===== src/pkg/adc_ctrl_pkg.sv =====
// Purpose: Shared types and constants of the converter control block.
// Assumes: 20 MHz system clock; 10-bit result codes.
// Notes:   Times are kept in their own units; cycle counts derive from them.

package adc_ctrl_pkg;

   // ****************************************************************
   // Code widths and values
   // ****************************************************************
   localparam int          CODE_W      = 10;
   localparam logic [9:0]  CODE_MAX    = 10'h3FF;
   localparam logic [9:0]  CODE_ZERO   = 10'h000;
   localparam logic [9:0]  CODE_ONE    = 10'h001;
   localparam logic [9:0]  SIGN_FLIP   = 10'h200;
   localparam logic [10:0] MID_CODE    = 11'h200;
   localparam logic [10:0] OFFSET_ZERO = 11'h000;

   // ****************************************************************
   // Calibration field encodings
   // ****************************************************************
   localparam logic [1:0]  CAL_NORMAL   = 2'h0;
   localparam logic [1:0]  CAL_SYSTEM   = 2'h1;
   localparam logic [1:0]  CAL_INTERNAL = 2'h2;
   localparam logic [1:0]  CAL_IDLE     = 2'h3;

   // ****************************************************************
   // Timing
   // ****************************************************************
   localparam int CLOCK_PS        = 50000;
   localparam int OSC_PERIOD_PS   = 125000;
   localparam int POWERDOWN_NS    = 200;
   localparam int WAKE_NS         = 1000;
   // Longest time: rounds down, never below one cycle.
   localparam int OSC_START_CYC   = (OSC_PERIOD_PS / 2) / CLOCK_PS < 1 ? 1 : (OSC_PERIOD_PS / 2) / CLOCK_PS;
   // Least times: round up.
   localparam int POWERDOWN_CYC   = (POWERDOWN_NS * 1000 + CLOCK_PS - 1) / CLOCK_PS;
   localparam int WAKE_CYC        = (WAKE_NS * 1000 + CLOCK_PS - 1) / CLOCK_PS;

   // ****************************************************************
   // Pin index in the synchroniser vector
   // ****************************************************************
   localparam int PIN_RD    = 0;
   localparam int PIN_WR    = 1;
   localparam int PIN_CS    = 2;
   localparam int PIN_START = 3;
   localparam int PIN_COUNT = 4;
   localparam logic [3:0] PIN_IDLE = 4'hF;

   typedef struct packed {
      logic       clock_source_select;
      logic       code_format_select;
      logic       soft_powerdown_bit;
      logic [1:0] calibration_mode_field;
      logic       differential_mode;
      logic       auto_powerdown_enable;
      logic [1:0] conversion_mode;
   } cfg_t;

   localparam cfg_t CFG_RESET = '{clock_source_select: 1'b0, code_format_select: 1'b0,
                                  soft_powerdown_bit: 1'b0, calibration_mode_field: CAL_IDLE,
                                  differential_mode: 1'b0, auto_powerdown_enable: 1'b0,
                                  conversion_mode: 2'h0};

   typedef enum logic [2:0] {
      ST_IDLE    = 3'h1,
      ST_CONVERT = 3'h2,
      ST_DONE    = 3'h4
   } phase_t;

   typedef struct packed {
      phase_t       phase;
      cfg_t         cfg;
      logic         osc_run;
      logic         analog_on;
      logic         analog_powered;
      logic         sleep;
      logic         pd_armed;
      logic [4:0]   pd_count;
      logic [4:0]   wake_count;
      logic         ready;
      logic         trig_start;
      logic         cal_shot;
      logic         cal_taken;
      logic [10:0]  offset;
      logic [9:0]   result;
      logic         result_valid;
      logic         done_n;
      logic         request;
      logic         osc_enable;
      logic         midpoint;
      logic         cal_flag;
   } state_t;

endpackage : adc_ctrl_pkg


===== src/design/pin_sync.sv =====
// Purpose: Three-stage synchroniser with agreement filter for host pins.
// Assumes: Pins are asynchronous to clock.
// Notes:   A level change is taken only when stages two and three agree.
`timescale 1ns/1ps

module pin_sync #(
   parameter int          WIDTH = 4,
   parameter logic [3:0]  IDLE  = 4'hF
) (
   input  wire logic             clock,
   input  wire logic             nrst,
   input  wire logic             enable,
   input  wire logic [WIDTH-1:0] pins,
   output logic      [WIDTH-1:0] level,
   output logic      [WIDTH-1:0] fall,
   output logic      [WIDTH-1:0] rise
);

   logic [WIDTH-1:0] stage1;
   logic [WIDTH-1:0] stage2;
   logic [WIDTH-1:0] stage3;
   logic [WIDTH-1:0] agreed;

   // Where stages disagree the old level is kept, so a one-cycle glitch is never seen.
   assign agreed = (stage2 == stage3) ? stage3 : level;

   always_ff @(posedge clock or negedge nrst) begin
      if (!nrst) begin
         stage1 <= IDLE[WIDTH-1:0];
         stage2 <= IDLE[WIDTH-1:0];
         stage3 <= IDLE[WIDTH-1:0];
         level  <= IDLE[WIDTH-1:0];
         fall   <= '0;
         rise   <= '0;
      end else if (enable) begin
         stage1 <= pins;
         stage2 <= stage1;
         stage3 <= stage2;
         level  <= agreed;
         fall   <= level & ~agreed;
         rise   <= ~level & agreed;
      end
   end

endmodule : pin_sync


===== src/design/code_formatter.sv =====
// Purpose: Offset correction, clamping and output code format.
// Assumes: Raw code is straight binary, 0 at the low reference.
// Notes:   Purely combinational; the caller registers the result.
`timescale 1ns/1ps

module code_formatter (
   input  wire logic [9:0]  raw_code,
   input  wire logic [10:0] offset,
   input  wire logic        apply_offset,
   input  wire logic        twos_complement,
   output logic      [9:0]  code
);

   logic signed [11:0] corrected;
   logic [9:0]         clamped;
   logic [9:0]         floor_code;
   logic               offset_positive;

   always_comb begin
      offset_positive = apply_offset && !offset[10] && (offset != adc_ctrl_pkg::OFFSET_ZERO);
      // A positive offset leaves code 0 unreachable, so the floor becomes 1.
      floor_code = offset_positive ? adc_ctrl_pkg::CODE_ONE : adc_ctrl_pkg::CODE_ZERO;
      corrected  = $signed({2'b00, raw_code}) - (apply_offset ? $signed({offset[10], offset}) : 12'sh000);
      if (corrected < $signed({2'b00, floor_code})) begin
         clamped = floor_code;
      end else if (corrected > $signed({2'b00, adc_ctrl_pkg::CODE_MAX})) begin
         clamped = adc_ctrl_pkg::CODE_MAX;
      end else begin
         clamped = corrected[9:0];
      end
      // Flipping the top bit turns offset binary into twos complement.
      code = twos_complement ? (clamped ^ adc_ctrl_pkg::SIGN_FLIP) : clamped;
   end

endmodule : code_formatter


===== src/design/adc_clock_power_calibration_ctrl.sv =====
// Purpose: Conversion clock choice, power-down sequencing, offset calibration and code format.
// Assumes: Host pins arrive asynchronously; the analog section reports raw codes on clock.
// Notes:   Configuration is latched at the write strobe rising edge with chip select low.
`timescale 1ns/1ps

module adc_clock_power_calibration_ctrl (
   input  wire logic               clock,
   input  wire logic               nrst,
   input  wire logic               enable,
   input  wire logic               rd_n,
   input  wire logic               wr_n,
   input  wire logic               cs_n,
   input  wire logic               convert_start_n,
   input  wire adc_ctrl_pkg::cfg_t config_in,
   input  wire logic [9:0]         raw_code,
   input  wire logic               raw_valid,
   output logic                    oscillator_enable,
   output logic                    conversion_clock_run,
   output logic                    conversion_clock_external,
   output logic                    analog_powered,
   output logic                    reference_powered,
   output logic                    wake_ready,
   output logic                    conversion_request,
   output logic                    midpoint_connect,
   output logic                    calibrating,
   output logic [9:0]              result_code,
   output logic                    result_valid,
   output logic                    done_n
);

   // ****************************************************************
   // Pin synchronisers and formatter
   // ****************************************************************
   logic [adc_ctrl_pkg::PIN_COUNT-1:0] pin_level;
   logic [adc_ctrl_pkg::PIN_COUNT-1:0] pin_fall;
   logic [adc_ctrl_pkg::PIN_COUNT-1:0] pin_rise;
   logic [9:0]                         formatted;
   adc_ctrl_pkg::state_t               s;
   adc_ctrl_pkg::state_t               next_s;
   logic                               cal_active;
   logic                               interrupt_mode;

   pin_sync #(
      .WIDTH (adc_ctrl_pkg::PIN_COUNT),
      .IDLE  (adc_ctrl_pkg::PIN_IDLE)
   ) u_pin_sync (
      .clock  (clock),
      .nrst   (nrst),
      .enable (enable),
      .pins   ({convert_start_n, cs_n, wr_n, rd_n}),
      .level  (pin_level),
      .fall   (pin_fall),
      .rise   (pin_rise)
   );

   function automatic logic is_calibrating(input logic [1:0] field);
      is_calibrating = (field == adc_ctrl_pkg::CAL_SYSTEM) || (field == adc_ctrl_pkg::CAL_INTERNAL);
   endfunction : is_calibrating

   assign cal_active     = is_calibrating(s.cfg.calibration_mode_field);
   assign interrupt_mode = !s.cfg.conversion_mode[1];

   code_formatter u_code_formatter (
      .raw_code        (raw_code),
      .offset          (s.offset),
      .apply_offset    (!cal_active),
      .twos_complement (s.cfg.code_format_select),
      .code            (formatted)
   );

   // ****************************************************************
   // Next state
   // ****************************************************************
   always_comb begin
      next_s              = s;
      next_s.request      = 1'b0;
      next_s.result_valid = 1'b0;
      // Configuration is touched only by a write, never by power-down.
      if (pin_rise[adc_ctrl_pkg::PIN_WR] && !pin_level[adc_ctrl_pkg::PIN_CS]) begin
         next_s.cfg = config_in;
         if (is_calibrating(config_in.calibration_mode_field) && !cal_active) begin
            next_s.cal_taken = 1'b0;
         end
         if (config_in.soft_powerdown_bit) begin
            next_s.pd_armed = 1'b1;
         end else begin
            next_s.pd_armed = 1'b0;
            if (s.sleep) begin
               next_s.sleep      = 1'b0;
               next_s.wake_count = 5'(adc_ctrl_pkg::WAKE_CYC);
            end
         end
      end
      // The count starts at the synchronised chip select rise, so pin latency adds to the delay.
      if (s.pd_armed && pin_rise[adc_ctrl_pkg::PIN_CS]) begin
         next_s.pd_count = 5'(adc_ctrl_pkg::POWERDOWN_CYC);
      end else if (s.pd_count != 5'h00) begin
         next_s.pd_count = s.pd_count - 5'h01;
         if (s.pd_count == 5'h01 && s.pd_armed) begin
            next_s.sleep    = 1'b1;
            next_s.pd_armed = 1'b0;
         end
      end
      // Triggers are not held off during the wake delay; the host has to wait for it.
      if (s.wake_count != 5'h00) begin
         next_s.wake_count = s.wake_count - 5'h01;
      end
      // Resume from auto power-down on the edge that matches the last trigger.
      if (!s.analog_on && ((pin_fall[adc_ctrl_pkg::PIN_CS] && !s.trig_start) ||
                           (pin_fall[adc_ctrl_pkg::PIN_START] && s.trig_start))) begin
         next_s.analog_on = 1'b1;
      end
      case (s.phase)
         adc_ctrl_pkg::ST_IDLE: begin
            if (!s.sleep && (pin_fall[adc_ctrl_pkg::PIN_RD] || pin_fall[adc_ctrl_pkg::PIN_START])) begin
               next_s.phase      = adc_ctrl_pkg::ST_CONVERT;
               next_s.request    = 1'b1;
               next_s.osc_run    = !s.cfg.clock_source_select;
               next_s.trig_start = !pin_fall[adc_ctrl_pkg::PIN_RD];
               next_s.cal_shot   = cal_active && pin_fall[adc_ctrl_pkg::PIN_RD];
            end
         end
         adc_ctrl_pkg::ST_CONVERT: begin
            if (raw_valid) begin
               next_s.osc_run      = 1'b0;
               next_s.result       = formatted;
               next_s.result_valid = 1'b1;
               if (s.cal_shot && !s.cal_taken) begin
                  next_s.offset    = {1'b0, raw_code} - adc_ctrl_pkg::MID_CODE;
                  next_s.cal_taken = 1'b1;
               end
               if (interrupt_mode) begin
                  next_s.phase  = adc_ctrl_pkg::ST_DONE;
                  next_s.done_n = 1'b0;
                  if (s.cfg.auto_powerdown_enable) begin
                     next_s.analog_on = 1'b0;
                  end
               end else begin
                  next_s.phase = adc_ctrl_pkg::ST_IDLE;
               end
            end
         end
         adc_ctrl_pkg::ST_DONE: begin
            // A start-triggered result is released by the read fall, a read-triggered one by the read rise.
            if ((s.trig_start && pin_fall[adc_ctrl_pkg::PIN_RD]) || pin_rise[adc_ctrl_pkg::PIN_RD]) begin
               next_s.done_n = 1'b1;
               next_s.phase  = adc_ctrl_pkg::ST_IDLE;
            end
         end
         default: begin
            next_s.phase  = adc_ctrl_pkg::ST_IDLE;
            next_s.done_n = 1'b1;
         end
      endcase
      if (next_s.sleep) begin
         next_s.osc_run = 1'b0;
      end
      next_s.analog_powered = next_s.analog_on && !next_s.sleep;
      next_s.ready          = !next_s.sleep && (next_s.wake_count == 5'h00);
      // Pin-facing flags are registered here; only reference_powered is an inverter away from a flop.
      next_s.osc_enable     = !next_s.cfg.clock_source_select && !next_s.sleep;
      next_s.midpoint       = next_s.cfg.calibration_mode_field == adc_ctrl_pkg::CAL_INTERNAL;
      next_s.cal_flag       = is_calibrating(next_s.cfg.calibration_mode_field);
   end

   always_ff @(posedge clock or negedge nrst) begin
      if (!nrst) begin
         s <= '{phase: adc_ctrl_pkg::ST_IDLE, cfg: adc_ctrl_pkg::CFG_RESET, osc_run: 1'b0,
                analog_on: 1'b1, analog_powered: 1'b1, sleep: 1'b0, pd_armed: 1'b0,
                pd_count: 5'h00, wake_count: 5'h00, ready: 1'b1, trig_start: 1'b0,
                cal_shot: 1'b0, cal_taken: 1'b0, offset: adc_ctrl_pkg::OFFSET_ZERO,
                result: 10'h000, result_valid: 1'b0, done_n: 1'b1, request: 1'b0,
                osc_enable: 1'b1, midpoint: 1'b0, cal_flag: 1'b0};
      end else if (enable) begin
         s <= next_s;
      end
   end

   // ****************************************************************
   // Outputs
   // ****************************************************************
   // Every output but reference_powered, the inverse of s.sleep, is a state bit.
   assign oscillator_enable         = s.osc_enable;
   assign conversion_clock_run      = s.osc_run;
   assign conversion_clock_external = s.cfg.clock_source_select;
   assign analog_powered            = s.analog_powered;
   assign reference_powered         = !s.sleep;
   assign wake_ready                = s.ready;
   assign conversion_request        = s.request;
   assign midpoint_connect          = s.midpoint;
   assign calibrating               = s.cal_flag;
   assign result_code               = s.result;
   assign result_valid              = s.result_valid;
   assign done_n                    = s.done_n;

   // ****************************************************************
   // Assertions
   // ****************************************************************
   // The wake check spends eight cycles in a repetition and the rest in a delay.
   localparam int WAKE_REST = adc_ctrl_pkg::WAKE_CYC - 8;
   localparam int OSC_DLY  = adc_ctrl_pkg::OSC_START_CYC;
endmodule : adc_clock_power_calibration_ctrl


===== config.mk =====
export PLATFORM = sky130hd
export DESIGN_NAME = adc_clock_power_calibration_ctrl
export DESIGN_NICKNAME = d
export VERILOG_FILES = /design/src/pkg/adc_ctrl_pkg.sv /design/src/design/pin_sync.sv /design/src/design/code_formatter.sv /design/src/design/adc_clock_power_calibration_ctrl.sv
export SDC_FILE = /design/constraint.sdc
export NUM_CORES = 1
export LEC_CHECK = 0
export ABC_CLOCK_PERIOD_IN_PS = 4100
export BUFFER_PORTS_ARGS = -buffer_cell sky130_fd_sc_hd__buf_2
export CORE_MARGIN = 3
export CORE_UTILIZATION = 55
export CTS_CLUSTER_DIAMETER = 150
export DETAILED_ROUTE_END_ITERATION = 8
export MAX_ROUTING_LAYER = met4
export PLACE_DENSITY_LB_ADDON = 0.25
export RECOVER_POWER = 100
export SLEW_MARGIN = 20
export SYNTH_ARGS = -nofsm -noshare
export SYNTH_HDL_FRONTEND = slang
export SYNTH_HIERARCHICAL = 1
export SYNTH_SLANG_ARGS = --single-unit

===== constraint.sdc =====
create_clock -name clock -period 4.1 [get_ports clock]
set_input_delay 0.615 -clock clock [delete_from_list [all_inputs] [get_ports clock]]
set_output_delay 0.615 -clock clock [all_outputs]
set_load 0.03 [all_outputs]

# After elaboration in Yosys (flattened, before gate mapping)
# Cells that the tools add are included.
[totals]
reg_bits = 81
elab_cells = 150
in_bits = 27
memories = 0
out_inout_bits = 21
ram_bits = 0
latch_bits = 0
rom_bits = 0
[op_classes]
n_div = 0
shifts = 0
n_mux = 41
multipliers = 0
add_sub_neg = 4
n_lt_le_gt_ge = 2
eq_ne = 17
n_reduce_logical = 47
bitwise = 6
[ops]
columns = ["operator", "n"]
rows = [
  ["$mux W10", 3],
  ["$mux W5", 5],
  ["$mux W12", 2],
  ["$mux W24", 1],
  ["$mux W23", 1],
  ["$logic_and A1 B1 Y1", 16],
  ["$mux W1", 15],
  ["$gt A12 B11 Y1 const B", 1],
  ["$lt A12 B11 Y1", 1],
  ["$mux W3", 4],
  ["$reduce_and A4 Y1", 3],
  ["$sub A11 B12 Y12", 1],
  ["$logic_not A1 Y1", 11],
  ["$reduce_bool A11 Y1", 1],
  ["$sub A10 B10 Y11 const B", 1],
  ["$reduce_bool A5 Y1", 2],
  ["$sub A5 B1 Y5 const B", 2],
  ["$mux W9", 1],
  ["$pmux W3 S3", 1],
  ["$mux W2", 4],
  ["$ne A2 B2 Y1 const B", 4],
  ["$mux W7", 1],
  ["$eq A2 B1 Y1 const B", 3],
  ["$eq A2 B2 Y1 const B", 3],
  ["other kinds (21)", 30],
]

# Depth between registers and ports, before layout
[logic_depth]
ltp_word = 12
ltp_mapped = 15
ltp_nobuf = 14

# Modules after synthesis
# Netlist, hierarchy kept.
[by_module_without_submodules]
columns = ["module", "seq_area_each_um2", "area_per_inst_um2", "cells_each", "instances"]
rows = [
  ["adc_clock_power_calibration_ctrl", 1361.3, 2640.0, 233, 1],
  ["pin_sync", 620.6, 1048.5, 66, 1],
  ["code_formatter", 0.0, 714.4, 103, 1],
]

# Worst setup path before layout
# Ideal clock, no wire load.
[synth_timing]
path_type = "register to register"
from = "register s[50] (netlist bit)"
to = "register s, in the netlist result_code[0]"
path_slack_ps = 649
required_ps = 3972
path_buffers = 1
synth_period_minus_slack_ps = 3451
setup_time_ps = 128
path_stages_with_launch = 15
arrival_time_ps = 3323
path_cell_list = "dfstp_2 -> xor2_1 -> inv_1 -> clkbuf_1 -> and2_1 -> ha_1 -> inv_1 -> fa_1 -> a211oi_1 -> o21ai_0 -> a31oi_1 -> o22ai_2 -> a21oi_2 -> o211ai_1 -> mux2_1"
[synth_between]
elab_chain_cells = 9
elab_cells_between_ends = 14
cone_classes = "add/sub: 1; order compare: 2; eq/ne: 2; mux: 5; reduce/logical: 4"
[synth_rtl]
columns = ["element", "line_no", "rtl"]
rows = [
  ["from (decl)", "adc_clock_power_calibration_ctrl.sv:38", "adc_ctrl_pkg::state_t s;"],
  ["from (signal assigned)", "adc_clock_power_calibration_ctrl.sv:168", "s <= '{phase: adc_ctrl_pkg::ST_IDLE, cfg: adc_ctrl_pkg::CFG_RESET, osc_run: 1'b0,"],
  ["from (signal assigned)", "adc_clock_power_calibration_ctrl.sv:175", "s <= next_s;"],
  ["$eq A2 B1 Y1 / $eq A2 B2 Y1 (equally long branches)", "adc_clock_power_calibration_ctrl.sv:57", "is_calibrating = (field == adc_ctrl_pkg::CAL_SYSTEM) || (field == adc_ctrl_pkg::CAL_INTERNAL);"],
  ["$logic_or A1 B1 Y1 *", "adc_clock_power_calibration_ctrl.sv:57", ""],
  ["branches (longest 5 deep; another with $sub A11 B12 Y12)", "n/a", ""],
  ["$mux W10 *", "code_formatter.sv:24", "if (corrected < $signed({2'b00, floor_code})) begin"],
  ["$mux W10 *", "code_formatter.sv:32", "code = twos_complement ? (clamped ^ adc_ctrl_pkg::SIGN_FLIP) : clamped;"],
  ["net formatted[0]", "adc_clock_power_calibration_ctrl.sv:37", "logic [9:0] formatted;"],
]
# Mark *: on every way through the listed nets, which the timed path passes.
# A chain may end at the register's enable or synchronous reset.

# Worst setup path in the final report
[layout_timing]
from = "register s[50] (netlist bit)"
to = "register s, in the netlist result_code[7]"
# The elaborated chain is that of the path after synthesis.

==> out/metrics.cfg <==
[die]
rows = 31
dieArea_mm2 = 0.008955
core_mm2 = 0.007447
start_util_pct = 58.01
die_h_um = 94.63
die_x_um = 94.63
io_pins = 48

[grt]
antenna_found_initial = 0
grt_overflow = 0
grt_pass1_vias = 2916
track_usage_pct = 20.22
grt_pass1_wl_mm = 13.84
grt_max_degree = 77

[timing]
max_slew_margin_pct = -42.26
rsz0062_at_grt = no
tightest_slew_ns = 2.134
setup_ws_ns = 0.3992
max_freq_mhz = 270.2
tns_ns = 0
fin_crit_ns = 3.701
setup_viol = 0
hold_violations = 0
slew_viol_final = 135
fin_worst_skew_ns = 0.009177
finalCritPeriodShare_pct = 90.26

[placement]
dpl.hpwl_mm = 6.012
gp_congestion = 0.9370
place_ws_ns = 0.3855
place_area_mm2 = 0.004557
portBuffers = 45

[clock_tree]
ctsResizeCount = 0
cts_tree = done
path_clk_slew_ns = 0.08
root_buffer = clkbuf_8
cts_buffer_depth = 2
cts_sinks = 76
cts_setup_buffers = 0
worst_skew_pair.late_latency_ns = 0.35
hold_buffers = 0
cts_made_buffers = 9
cts_htree_levels = 3

[critical_path]
end_kind = flip-flop
reg2reg_depth = 13
setup.worst_path.start_class = flip-flop
required_ns = 4.33
r2r_slack_ns = 0.40
crit_end = result_code[7]
crit_fanout = 9
crit_type = flip-flop to flip-flop
r2r_end = result_code[7]
worstReg2RegStart = s[50]
worstSetupStartpoint = s[50]
arrival_ns = 3.93

[detailed_routing]
detail-route-antenna-nets = 0
wirelength_mm = 8.308
num_vias = 3093
firstDrtPassIters = 4
avgRoutedWirePerCell_um = 15.47
viasPerCell = 5.760
dr.first_iter.drc_count = 127
drc = 0

[yosys]
synth_cells = 396
synth_area_mm2 = 0.004320
yosysWarnings = 6
avgSynthCellArea_um2 = 10.91
synth_fp_nets = 440

[status]
violations = max-capacitance violations, max-slew violations
status = complete, but fails checks

[power]
irDropWorstVdd_mv = 0.3656
leakage_nw = 2.124
powerDensity_mw_per_mm2 = 582.1

[final_layout]
syn2layout_area_growth_pct = 9.673
drive_gt1_share_pct = 22.83
diodes = 0
fillerInstances = 651
design_area_mm2 = 0.004738
num-nets-final = 477

[hold_path]
holdPathStages = 2
hold_class = primary input to flip-flop

[run]
cap_violations = 3

-- layer usage --
layer  share of wire, %  vias to the layer above  routed length, um  track usage, %
met5                  0                        -                  0               -
met4                1.2                        0                103           6.370
met3                3.2                       10                269           4.064
met2                 46                       58               3838           30.65
met1                 49                     1523               4096           27.45
li1                   -                     1502                  -               -
-- metrics by stage --
step                total power, W  utilization, %  cells  hold WS [ns]
floorplan                 0.001874               -    396        0.3194
global placement          0.002071           61.19    521        0.4601
detailed placement        0.002109           61.19    521        0.4701
CTS                       0.002823           64.53    537        0.4284
global route              0.002942           63.63    537        0.4783
finish                    0.002758           63.63    537        0.4770
-- cell type report --
type                       instances  area, um^2  share of cell area, %
tap                               99       123.9                  2.614
multi-input combinational        279        2123                  44.81
timing repair buffer              47       209.0                  4.410
sequential                        76        1932                  40.77
inverter                          20       101.3                  2.139
clock inverter                     6       111.4                  2.350
clock buffer                      10       137.6                  2.905
-- power by group --
group / total, W / internal [W] / switching, W / leakage [nW]
combinational: 0.000957 / 0.000403 / 0.000554 / 1.07
clock: 0.000696 / 0.000421 / 0.000276 / 0.122
sequential: 0.00110 / 0.000958 / 0.000147 / 0.936
total: 0.00276 / 0.00178 / 0.000977 / 2.12
-- cell usage in the layout (no fill, tap or decap), drive strengths merged, types with 3 or more instances in the layout --
cell type,count
a211oi,4
a21oi,15
a221oi,3
a31oi,3
and2,4
and3,4
buf,23
bufinv,4
clkbuf,34
dfrtp,52
dfstp,24
ha,16
inv,19
mux2,46
mux2i,4
nand2,44
nand2b,8
nand3,4
nand3b,6
nor2,16
nor2b,6
nor3,7
nor3b,4
nor4,4
o21ai,22
o2bb2ai,9
o31ai,3
xnor2,13
-- state kept, by name, indices dropped and copies added (netlist names), 3 cells and up --
register and count:
u_pin_sync/rise 3, u_pin_sync/stage2 4, u_pin_sync/level 4, u_pin_sync/stage3 4
u_pin_sync/fall 3, result_code 10, s 34, u_pin_sync/stage1 4
-- critical path: stages (launching register included) --
cell	delay [ns]
dfstp_2	0.55
xor2_1	0.13
inv_1	0.22
and2_0	0.17
ha_1	0.15
inv_1	0.05
fa_1	0.40
a211oi_1	0.36
o21ai_0	0.21
a31oi_1	0.36
o22ai_1	0.18
a21oi_2	0.34
o21ai_0	0.15
mux2_1	0.31
-- worst min-delay path by stage --
stage | to | slack, ns | startpoint
after floorplan | calibrating | 0.32 | nrst
after global placement | result_valid | 0.46 | result_valid
after detailed placement | result_code[0] | 0.47 | result_code[0]
after CTS | result_code[7] | 0.43 | nrst
after global routing | s[25] | 0.48 | raw_code[9]
final | s[25] | 0.48 | raw_code[9]
Note: power is estimated with default switching activity, not from simulation.
